## config.mk

```make
export PLATFORM = sky130hd
export DESIGN_NAME = ccr_regs
export DESIGN_NICKNAME = d
export VERILOG_FILES = /design/src/rtl/ccr_regs.v /design/src/rtl/ccr_settle_cnt.v /design/src/rtl/ccr_src_switch.v
export VERILOG_INCLUDE_DIRS = /design/src /design/src/rtl
export SDC_FILE = /design/constraint.sdc
export NUM_CORES = 1
export LEC_CHECK = 0
export BUFFER_PORTS_ARGS = -buffer_cell sky130_fd_sc_hd__buf_4
export CORE_ASPECT_RATIO = 0.8
export CORE_MARGIN = 3
export CORE_UTILIZATION = 45
export CTS_CLUSTER_SIZE = 14
export DETAILED_ROUTE_END_ITERATION = 6
export GPL_TIMING_DRIVEN = 0
export PLACE_DENSITY = 0.84
export SLEW_MARGIN = 20
export SYNTH_ARGS = -nofsm -noshare
export SYNTH_HDL_FRONTEND = slang
export SYNTH_SLANG_ARGS = --single-unit
```

## constraint.sdc

```tcl
create_clock -name mclk_i -period 1.49 [get_ports mclk_i]
set_clock_uncertainty 0.15 [all_clocks]
set_input_delay 0.149 -clock mclk_i [delete_from_list [all_inputs] [get_ports mclk_i]]
set_output_delay 0.149 -clock mclk_i [all_outputs]
set_load 0.1 [all_outputs]
```

## src/rtl/ccr_defs.vh

```
// Constants for the clock select and reset cause register block.
// Assumes byte addresses on an AXI4-Lite bus with 32-bit data.
//
// What this block does
// - Bus one gates: display and four timers
// - Bus two gates at 0x38, six bits
// - Converter source: system clock, /2, /4, fast RC
// - Low-power timer sources: pclk, slowrc, fastrc, crystal
// - Two-wire source; code 11 acts as pclk
// - Low-power serial sources: pclk, system clock, fastrc, crystal
// - Always-on register writable only when enabled
// - Always-on register reset values per reset kind
// - Settle count chosen; changed only when oscillator off
// - Writing one resets the always-on domain
// - Bit 15 enables timekeeper kernel clock
// - Timekeeper source locks once chosen, until a monitored crystal fault
// - Failure flag sets on fault, clears monitor off
// - Monitor enable sticks unless failure detected
// - Crystal drive level, four strengths
// - Enhanced drive mode and crystal enable bits
// - Crystal ready clears while oscillator disabled
// - Cause register: power-on reset, some system reset
// - One sticky flag per reset source
// - Lockup flag only with lockup reset enabled
// - Clear-flags bit clears all, self-clears
// - Slow RC ready clears while disabled
// - Bit 0 enables slow RC oscillator
`ifndef CCR_DEFS_VH
`define CCR_DEFS_VH

// ****************************************
// Register offsets
// ****************************************
`define CCR_OFS_BUS1 8'h34
`define CCR_OFS_BUS2 8'h38
`define CCR_OFS_KSEL 8'h3c
`define CCR_OFS_AON 8'h40
`define CCR_OFS_CAUSE 8'h44

// ****************************************
// Writable masks and reset values
// ****************************************
`define CCR_BUS1_MASK 32'h0000014e
`define CCR_BUS2_MASK 32'h08105011
`define CCR_KSEL_MASK 32'hc03c3f00
`define CCR_AON_RESET 32'h00200008

// ****************************************
// Always-on and cause field positions
// ****************************************
`define CCR_AON_OSC_EN 0
`define CCR_AON_DRV_ENH 1
`define CCR_AON_MON_EN 5
`define CCR_AON_RTC_EN 15
`define CCR_AON_SOFT_RST 16
`define CCR_CAUSE_RC_EN 0
`define CCR_CAUSE_LOCK_EN 8
`define CCR_CAUSE_CLR 16
`define CCR_SRC_CRYSTAL 2'h1

// ****************************************
// Timing counts
// ****************************************
`define CCR_SETTLE_0 15'h0100
`define CCR_SETTLE_1 15'h0400
`define CCR_SETTLE_2 15'h1000
`define CCR_SETTLE_3 15'h4000
`define CCR_SW_GAP 2'h2

`endif

```

## src/rtl/ccr_regs.v

```verilog
// Clock gates, kernel source selects, always-on control and reset cause.
// Assumes synchronous inputs; rst_n_i is the power-on reset.
`timescale 1ns/100ps
`default_nettype none
`include "ccr_defs.vh"

module ccr_regs #(
	parameter ADDR_W = 8
) (
	// Clock and resets
	input wire mclk_i,
	input wire rst_n_i,
	input wire sys_rst_n_i,
	input wire aon_rst_n_i,
	// AXI4-Lite write
	input wire [ADDR_W-1:0] s_axi_awaddr,
	input wire s_axi_awvalid,
	output reg s_axi_awready,
	input wire [31:0] s_axi_wdata,
	input wire [3:0] s_axi_wstrb,
	input wire s_axi_wvalid,
	output reg s_axi_wready,
	output reg [1:0] s_axi_bresp,
	output reg s_axi_bvalid,
	input wire s_axi_bready,
	// AXI4-Lite read
	input wire [ADDR_W-1:0] s_axi_araddr,
	input wire s_axi_arvalid,
	output reg s_axi_arready,
	output reg [31:0] s_axi_rdata,
	output reg [1:0] s_axi_rresp,
	output reg s_axi_rvalid,
	input wire s_axi_rready,
	// Status from the surroundings
	input wire always_on_write_enable_i,
	input wire slow_crystal_tick_i,
	input wire crystal_fault_i,
	input wire slow_rc_stable_i,
	input wire [6:0] reset_source_i,
	input wire core_lockup_i,
	// Clock gates
	output reg [31:0] bus1_clk_en_o,
	output reg [31:0] bus2_clk_en_o,
	// Kernel sources: converter, lp timer two, one, two-wire, lp serial one, two, timekeeper
	output wire [13:0] kernel_src_o,
	output wire [6:0] kernel_on_o,
	// Always-on controls
	output reg crystal_osc_en_o,
	output reg crystal_drive_enhanced_o,
	output reg [1:0] crystal_drive_level_o,
	output reg crystal_monitor_en_o,
	output reg timekeeper_kernel_clk_en_o,
	output wire crystal_ready_o,
	output reg always_on_soft_reset_o,
	// Cause register controls
	output reg core_lockup_reset_en_o,
	output reg slow_rc_en_o
);
	// ****************************************
	// Decoding
	// ****************************************
	function [2:0] reg_index;
		input [ADDR_W-1:0] a;
		begin
			case (a)
				`CCR_OFS_BUS1: reg_index = 3'h1;
				`CCR_OFS_BUS2: reg_index = 3'h2;
				`CCR_OFS_KSEL: reg_index = 3'h3;
				`CCR_OFS_AON: reg_index = 3'h4;
				`CCR_OFS_CAUSE: reg_index = 3'h5;
				default: reg_index = 3'h0;
			endcase
		end
	endfunction

	function [31:0] strb_mask;
		input [3:0] s;
		begin
			strb_mask = {{8{s[3]}}, {8{s[2]}}, {8{s[1]}}, {8{s[0]}}};
		end
	endfunction

	// ****************************************
	// State
	// ****************************************
	reg aw_got_q;
	reg w_got_q;
	reg [ADDR_W-1:0] awaddr_q;
	reg [31:0] wdata_q;
	reg [3:0] wstrb_q;
	reg rd_pend_q;
	reg [ADDR_W-1:0] araddr_q;
	reg [31:0] ksel_q;
	reg [1:0] settle_q;
	reg [1:0] rtc_src_q;
	reg fail_q;
	reg [7:0] flags_q;
	reg rc_rdy_q;
	localparam [31:0] AON_RST = `CCR_AON_RESET;

	wire wr_fire;
	wire [2:0] wsel;
	wire [31:0] wmask;
	wire aon_clr;
	wire aon_wr;
	wire cause_wr;
	wire [7:0] flag_set;
	reg [31:0] aon_rd;
	reg [31:0] cause_rd;
	reg [31:0] rd_mux;
	reg [31:0] aon_m;
	reg [31:0] cause_m;
	reg [1:0] two_wire_req;

	assign wr_fire = aw_got_q & w_got_q & ~s_axi_bvalid;
	assign wsel = reg_index(awaddr_q);
	assign wmask = strb_mask(wstrb_q);
	assign aon_clr = ~aon_rst_n_i | always_on_soft_reset_o;
	assign aon_wr = wr_fire & (wsel == 3'h4) & always_on_write_enable_i;
	assign cause_wr = wr_fire & (wsel == 3'h5);
	assign flag_set = {reset_source_i, core_lockup_i & core_lockup_reset_en_o};

	// ****************************************
	// Read values
	// ****************************************
	always @* begin
		aon_rd = 32'h00000000;
		aon_rd[21:20] = settle_q;
		aon_rd[`CCR_AON_RTC_EN] = timekeeper_kernel_clk_en_o;
		aon_rd[9:8] = rtc_src_q;
		aon_rd[6] = fail_q;
		aon_rd[`CCR_AON_MON_EN] = crystal_monitor_en_o;
		aon_rd[4:3] = crystal_drive_level_o;
		aon_rd[2] = crystal_ready_o;
		aon_rd[`CCR_AON_DRV_ENH] = crystal_drive_enhanced_o;
		aon_rd[`CCR_AON_OSC_EN] = crystal_osc_en_o;
		cause_rd = 32'h00000000;
		cause_rd[31:24] = flags_q;
		cause_rd[`CCR_CAUSE_LOCK_EN] = core_lockup_reset_en_o;
		cause_rd[1] = rc_rdy_q;
		cause_rd[`CCR_CAUSE_RC_EN] = slow_rc_en_o;
		aon_m = (aon_rd & ~wmask) | (wdata_q & wmask);
		cause_m = (cause_rd & ~wmask) | (wdata_q & wmask);
	end

	always @* begin
		case (reg_index(araddr_q))
			3'h1: rd_mux = bus1_clk_en_o;
			3'h2: rd_mux = bus2_clk_en_o;
			3'h3: rd_mux = ksel_q;
			3'h4: rd_mux = aon_rd;
			3'h5: rd_mux = cause_rd;
			default: rd_mux = 32'h00000000;
		endcase
	end

	// ****************************************
	// AXI4-Lite write channel
	// ****************************************
	always @(posedge mclk_i) begin
		if (!rst_n_i) begin
			s_axi_awready <= 1'b1;
			s_axi_wready <= 1'b1;
			s_axi_bvalid <= 1'b0;
			s_axi_bresp <= 2'h0;
			aw_got_q <= 1'b0;
			w_got_q <= 1'b0;
			awaddr_q <= {ADDR_W{1'b0}};
			wdata_q <= 32'h00000000;
			wstrb_q <= 4'h0;
		end else begin
			if (s_axi_awvalid && s_axi_awready) begin
				awaddr_q <= s_axi_awaddr;
				aw_got_q <= 1'b1;
				s_axi_awready <= 1'b0;
			end
			if (s_axi_wvalid && s_axi_wready) begin
				wdata_q <= s_axi_wdata;
				wstrb_q <= s_axi_wstrb;
				w_got_q <= 1'b1;
				s_axi_wready <= 1'b0;
			end
			if (wr_fire) begin
				aw_got_q <= 1'b0;
				w_got_q <= 1'b0;
				s_axi_bvalid <= 1'b1;
				// Unmapped offsets answer with a slave error
				s_axi_bresp <= (wsel == 3'h0) ? 2'h2 : 2'h0;
			end
			if (s_axi_bvalid && s_axi_bready) begin
				s_axi_bvalid <= 1'b0;
				s_axi_awready <= 1'b1;
				s_axi_wready <= 1'b1;
			end
		end
	end

	// ****************************************
	// AXI4-Lite read channel
	// ****************************************
	always @(posedge mclk_i) begin
		if (!rst_n_i) begin
			s_axi_arready <= 1'b1;
			s_axi_rvalid <= 1'b0;
			s_axi_rdata <= 32'h00000000;
			s_axi_rresp <= 2'h0;
			rd_pend_q <= 1'b0;
			araddr_q <= {ADDR_W{1'b0}};
		end else begin
			if (s_axi_arvalid && s_axi_arready) begin
				araddr_q <= s_axi_araddr;
				s_axi_arready <= 1'b0;
				rd_pend_q <= 1'b1;
			end
			if (rd_pend_q) begin
				rd_pend_q <= 1'b0;
				s_axi_rvalid <= 1'b1;
				s_axi_rdata <= rd_mux;
				s_axi_rresp <= (reg_index(araddr_q) == 3'h0) ? 2'h2 : 2'h0;
			end
			if (s_axi_rvalid && s_axi_rready) begin
				s_axi_rvalid <= 1'b0;
				s_axi_arready <= 1'b1;
			end
		end
	end

	// ****************************************
	// Clock gates and kernel selects
	// ****************************************
	always @(posedge mclk_i) begin
		if (!rst_n_i || !sys_rst_n_i) begin
			bus1_clk_en_o <= 32'h00000000;
			bus2_clk_en_o <= 32'h00000000;
			ksel_q <= 32'h00000000;
		end else if (wr_fire) begin
			// Reserved bits are masked off and read as zero
			if (wsel == 3'h1) begin
				bus1_clk_en_o <= ((bus1_clk_en_o & ~wmask) | (wdata_q & wmask)) & `CCR_BUS1_MASK;
			end
			if (wsel == 3'h2) begin
				bus2_clk_en_o <= ((bus2_clk_en_o & ~wmask) | (wdata_q & wmask)) & `CCR_BUS2_MASK;
			end
			if (wsel == 3'h3) begin
				ksel_q <= ((ksel_q & ~wmask) | (wdata_q & wmask)) & `CCR_KSEL_MASK;
			end
		end
	end

	always @* begin
		two_wire_req = (ksel_q[13:12] == 2'h3) ? 2'h0 : ksel_q[13:12];
	end

	wire [13:0] src_req;
	assign src_req = {ksel_q[31:30], ksel_q[21:20], ksel_q[19:18], two_wire_req,
		ksel_q[11:10], ksel_q[9:8], rtc_src_q};

	genvar gi;
	generate
		for (gi = 0; gi < 7; gi = gi + 1) begin : g_sw
			ccr_src_switch u_sw (
				.mclk_i(mclk_i),
				.rst_n_i(rst_n_i),
				.req_i(src_req[2*gi+1:2*gi]),
				.sel_o(kernel_src_o[2*gi+1:2*gi]),
				.on_o(kernel_on_o[gi])
			);
		end
	endgenerate

	// ****************************************
	// Always-on domain control
	// ****************************************
	always @(posedge mclk_i) begin
		if (!rst_n_i || aon_clr) begin
			settle_q <= AON_RST[21:20];
			crystal_drive_level_o <= AON_RST[4:3];
			crystal_osc_en_o <= 1'b0;
			crystal_drive_enhanced_o <= 1'b0;
			crystal_monitor_en_o <= 1'b0;
			timekeeper_kernel_clk_en_o <= 1'b0;
			rtc_src_q <= 2'h0;
			fail_q <= 1'b0;
		end else begin
			if (!crystal_monitor_en_o) begin
				fail_q <= 1'b0;
			end else if (crystal_fault_i) begin
				fail_q <= 1'b1;
			end
			if (aon_wr) begin
				crystal_osc_en_o <= aon_m[`CCR_AON_OSC_EN];
				crystal_drive_enhanced_o <= aon_m[`CCR_AON_DRV_ENH];
				crystal_drive_level_o <= aon_m[4:3];
				timekeeper_kernel_clk_en_o <= aon_m[`CCR_AON_RTC_EN];
				if (!crystal_osc_en_o) begin
					settle_q <= aon_m[21:20];
				end
				if (aon_m[`CCR_AON_MON_EN] || fail_q) begin
					crystal_monitor_en_o <= aon_m[`CCR_AON_MON_EN];
				end
			end
			// Fault on a crystal-fed timekeeper frees the source field
			if (crystal_monitor_en_o && crystal_fault_i && rtc_src_q == `CCR_SRC_CRYSTAL) begin
				rtc_src_q <= 2'h0;
			end else if (aon_wr && rtc_src_q == 2'h0) begin
				rtc_src_q <= aon_m[9:8];
			end
		end
	end

	// The pulse itself is not cleared by the domain reset it causes
	always @(posedge mclk_i) begin
		if (!rst_n_i) begin
			always_on_soft_reset_o <= 1'b0;
		end else begin
			always_on_soft_reset_o <= aon_wr & aon_m[`CCR_AON_SOFT_RST];
		end
	end

	ccr_settle_cnt u_settle (
		.mclk_i(mclk_i),
		.rst_n_i(rst_n_i),
		.en_i(crystal_osc_en_o),
		.tick_i(slow_crystal_tick_i),
		.sel_i(settle_q),
		.ready_o(crystal_ready_o)
	);

	// ****************************************
	// Reset cause and slow RC
	// ****************************************
	always @(posedge mclk_i) begin
		if (!rst_n_i) begin
			flags_q <= 8'h00;
			slow_rc_en_o <= 1'b0;
			rc_rdy_q <= 1'b0;
		end else begin
			// A cause arriving with the clear still lands
			if (cause_wr && cause_m[`CCR_CAUSE_CLR]) begin
				flags_q <= flag_set;
			end else begin
				flags_q <= flags_q | flag_set;
			end
			if (cause_wr) begin
				slow_rc_en_o <= cause_m[`CCR_CAUSE_RC_EN];
			end
			rc_rdy_q <= slow_rc_en_o & slow_rc_stable_i;
		end
	end

	always @(posedge mclk_i) begin
		if (!rst_n_i || !sys_rst_n_i) begin
			core_lockup_reset_en_o <= 1'b0;
		end else if (cause_wr) begin
			core_lockup_reset_en_o <= cause_m[`CCR_CAUSE_LOCK_EN];
		end
	end
endmodule
`default_nettype wire

```

## src/rtl/ccr_settle_cnt.v

```verilog
// Crystal start-up counter that raises the ready flag.
// Assumes tick_i is a one-cycle pulse per crystal cycle.
`timescale 1ns/100ps
`default_nettype none
`include "ccr_defs.vh"

module ccr_settle_cnt (
	// Clock and reset
	input wire mclk_i,
	input wire rst_n_i,
	// Control
	input wire en_i,
	input wire tick_i,
	input wire [1:0] sel_i,
	// Status
	output reg ready_o
);
	reg [14:0] cnt_q;
	reg [14:0] lim;

	always @* begin
		case (sel_i)
			2'h0: lim = `CCR_SETTLE_0;
			2'h1: lim = `CCR_SETTLE_1;
			2'h2: lim = `CCR_SETTLE_2;
			default: lim = `CCR_SETTLE_3;
		endcase
	end

	always @(posedge mclk_i) begin
		if (!rst_n_i || !en_i) begin
			cnt_q <= 15'h0000;
			ready_o <= 1'b0;
		end else if (tick_i && !ready_o) begin
			cnt_q <= cnt_q + 15'h0001;
			if (cnt_q == lim - 15'h0001) begin
				ready_o <= 1'b1;
			end
		end
	end
endmodule
`default_nettype wire

```

## src/rtl/ccr_src_switch.v

```verilog
// Clock source selector with an off gap between sources.
// Assumes the downstream mux follows sel_o only while on_o is high.
`timescale 1ns/100ps
`default_nettype none
`include "ccr_defs.vh"

module ccr_src_switch (
	// Clock and reset
	input wire mclk_i,
	input wire rst_n_i,
	// Request
	input wire [1:0] req_i,
	// Selection
	output reg [1:0] sel_o,
	output reg on_o
);
	reg [1:0] gap_q;

	// Dropping the old source before taking the new one avoids runt pulses
	always @(posedge mclk_i) begin
		if (!rst_n_i) begin
			sel_o <= 2'h0;
			on_o <= 1'b1;
			gap_q <= 2'h0;
		end else if (on_o) begin
			if (req_i != sel_o) begin
				on_o <= 1'b0;
				gap_q <= 2'h0;
			end
		end else if (gap_q == `CCR_SW_GAP - 2'h1) begin
			sel_o <= req_i;
			on_o <= 1'b1;
		end else begin
			gap_q <= gap_q + 2'h1;
		end
	end
endmodule
`default_nettype wire

```

==> load_flow_metrics.sql <==
INSERT INTO impl_metrics (metric_group, metric, value, unit) VALUES
('logic_synthesis', 'yosysSeqAreaShare', '45.2', '%'),
('clocking', 'clock_tree.root_cell', 'clkbuf_16', ''),
('floorplanning', 'pin_count', '209', ''),
('logic_synthesis', 'async_flop_share', '0', '%'),
('logic_synthesis', 'post_synth.cell_area_avg', '8.71', 'um^2'),
('place', 'gpl.final_weighted_congestion', '0.926', ''),
('worst_setup_path', 'cp-start-kind', 'register', ''),
('place', 'io_buffers', '137', ''),
('floorplanning', 'initial_core_util', '46.6', '%'),
('grt', 'grt.busiest_layer', 'met2', ''),
('power', 'switching_share', '28.9', '%'),
('grt', 'grt.overflow.total', '0', ''),
('cells_and_area', 'instances_no_fill', '1467', ''),
('timing', 'finalMaxSlewViolations', '0', ''),
('logic_synthesis', 'main_area_contributors_after_synthesis', 'dfxtp_1 45%, buf_4 6.5%, mux2i_1 5.4%', ''),
('logic_synthesis', 'synthesis.yosys.warnings', '0', ''),
('drt', 'detailroute.via_count', '8488', ''),
('logic_synthesis', 'synth-edff-count', '0', ''),
('logic_synthesis', 'yosys.area.top_type', 'dfxtp_1', ''),
('grt', 'track_usage', '26.6', '%'),
('logic_synthesis', 'synth.cells.most_frequent', '177 x dfxtp_1, 112 x nand2_1, 82 x a21oi_1, 82 x nor2_1, 68 x buf_4', ''),
('place', 'dp.final_hpwl', '17400', 'um'),
('clocking', 'clock_sink_count', '177', ''),
('worst_setup_path', 'setup.worst_path.class', 'register to register', ''),
('clocking', 'worst_setup_hold_path_clk_slew', '80', 'ps'),
('power', 'seqPwrFrac', '42.8', '%'),
('worst_setup_path', 'critical_path_arrival', '2060', 'ps'),
('timing', 'setup_ws', '-398', 'ps'),
('power', 'design_power_total', '11.5', 'mW'),
('flow_run', 'cap_violations', '0', ''),
('power', 'power-per-cell-area', '958', 'nW/um^2'),
('floorplanning', 'floorplan.rows', '42', ''),
('place', 'place_ws', '-411', 'ps'),
('drt', 'drtPass1Iterations', '6', ''),
('drt', 'first_iter_violations', '1263', ''),
('clocking', 'tritoncts', 'yes', ''),
('cells_and_area', 'layout-drive-gt1-share', '39.2', '%'),
('outcome', 'status', 'finished with violations', ''),
('power', 'power_leakage', '5.15', 'nW'),
('timing', 'final-hold-violation-count', '0', ''),
('grt', 'groute.layer.met3.usage', '7.54', '%'),
('logic_synthesis', 'syn_inst', '899', ''),
('grt', 'grt_first_pass_wirelength', '40100', 'um'),
('grt', 'grt_pass1_vias', '7667', ''),
('timing', 'finalCritPeriodShare', '127', '%'),
('timing', 'fin_setup_tns', '-14670', 'ps'),
('drt', 'avgRoutedWirePerCell', '21.1', 'um'),
('drt', 'post_drt_via_cell_ratio', '5.79', ''),
('timing', 'slew-limit-headroom', '31.8', '%'),
('power', 'pwr-share-comb', '16.4', '%'),
('worst_setup_path', 'cp_data_required_time', '1660', 'ps'),
('power', 'ir_drop', '0.000655', 'V'),
('clocking', 'cts.path.max_buffers', '2', ''),
('clocking', 'htreeDepth', '4', ''),
('drt', 'postRouteAntennaNets', '0', ''),
('worst_hold_path', 'min_path_type', 'primary input to register', ''),
('timing', 'timing_worst_slew_pin_value', '1020', 'ps'),
('timing', 'setup-violations-final', '86', ''),
('worst_setup_path', 'end_kind', 'register', ''),
('place', 'post_dp_cell_area', '9550', 'um^2'),
('logic_synthesis', 'area_share_of_the_largest_cell_type_after_synthesis', '45.2', '%'),
('worst_setup_path', 'crit_path_max_fanout', '6', ''),
('clocking', 'clk_latency_worst_skew_pair', '440', 'ps'),
('floorplanning', 'die_w', '154', 'um'),
('place', 'placed_cells_incl_taps', '1315', ''),
('power', 'clock_share_of_power', '40.9', '%'),
('drt', 'drt_drc_violations_left', '0', ''),
('outcome', 'failed_checks', 'setup timing', ''),
('grt', 'gr-usage-met1', '33.5', '%'),
('floorplanning', 'die_h', '124', 'um'),
('logic_synthesis', 'dominantRegCellSynth', 'dfxtp_1', '');
## logic make-up (layout without fill, tap and decap cells)
| logic type | count (synthesis) | in the layout | share of synthesized area, % |
|---|---|---|---|
| buf+inv | 132 | 420 | 9.73 |
| fa+ha+maj | 9 | 9 | 1.44 |
| flops | 177 | 177 | 45.2 |
| simple gates | 345 | 346 | 22.4 |
| xor+xnor | 25 | 25 | 2.80 |
| other cells | 1 | 60 | 0.0479 |
| mux | 44 | 44 | 5.65 |
| compound gates | 166 | 166 | 12.7 |
## cell type report
cell class | count | area (um^2)
inverters | 25 | 93.8
flip-flops and latches | 177 | 3700
repair buffers | 258 | 2270
plain buffers | 105 | 741
multi-input cells | 650 | 4320
fillers | 1062 | 4810
clock buffers | 23 | 479
clock inverters | 9 | 128
well taps | 220 | 275
## critical path, cell delays in order (launching register included)
cell,delay (ps)
dfxtp_4,350
buf_4,150
and4b_2,400
nand4_1,190
xor2_1,200
nor2_1,320
## power by group through the flow
stage	combinational, mW	sequential, mW	clock [mW]
floorplan	1.14	5.08	0
finish	1.88	4.92	4.70
global route	1.95	4.93	4.90
global placement	1.50	5.02	0
CTS	1.72	4.92	4.66
detailed placement	1.51	5.02	0
## final timing paths
kind                                        from  slack [ps]  cells after the start                 end
worst max-delay path            u_settle.ready_o        -400                      5  u_settle.cnt_q[12]
worst min-delay path               s_axi_awvalid          20                      4         awaddr_q[7]
worst max register to register  u_settle.ready_o        -400                      5  u_settle.cnt_q[12]
worst min register to register    s_axi_rdata[9]         310                      2      s_axi_rdata[9]
## per-layer routing
| layer | routed length [um] | share of wire, % | up-vias |
|---|---|---|---|
| met2 | 14100 | 46 | 698 |
| li1 | - | - | 3678 |
| met1 | 11200 | 36 | 3913 |
| met3 | 3680 | 12 | 199 |
| met4 | 1930 | 6.2 | 0 |
| met5 | 0 | 0 | - |
## timing repair
item | 4_1_cts | 5_1_grt
resized for setup | 101 | 112
endpoints found under the setup margin | 108 | 144
cloned | 2 | 2
hold buffers | 60 | 0
buffers inserted | 38 | 23
hold endpoints to repair | 74 | 0
pin swaps | 45 | 59
## cell usage in the layout (no fill, tap or decap), drive strengths merged, types with 5 or more instances in the layout
cell,Yosys,routed
and4,7,7
nor4bb,6,6
nor3,26,26
nor2b,5,5
a22o,7,7
nand2,112,112
a22oi,12,12
ha,9,9
xor2,17,17
nor4,5,5
dfxtp,177,177
inv,25,27
nand3b,8,8
xnor2,8,8
buf,77,276
a21oi,84,84
nor2,83,84
nand2b,10,10
and3,5,5
or2,7,7
o31ai,9,9
dlygate4sd3,0,60
nand4,20,20
conb,1,60
mux2i,42,42
clkbuf,30,50
o21ai,29,29
nand3,30,30
Power figures use the tool's default switching activity.
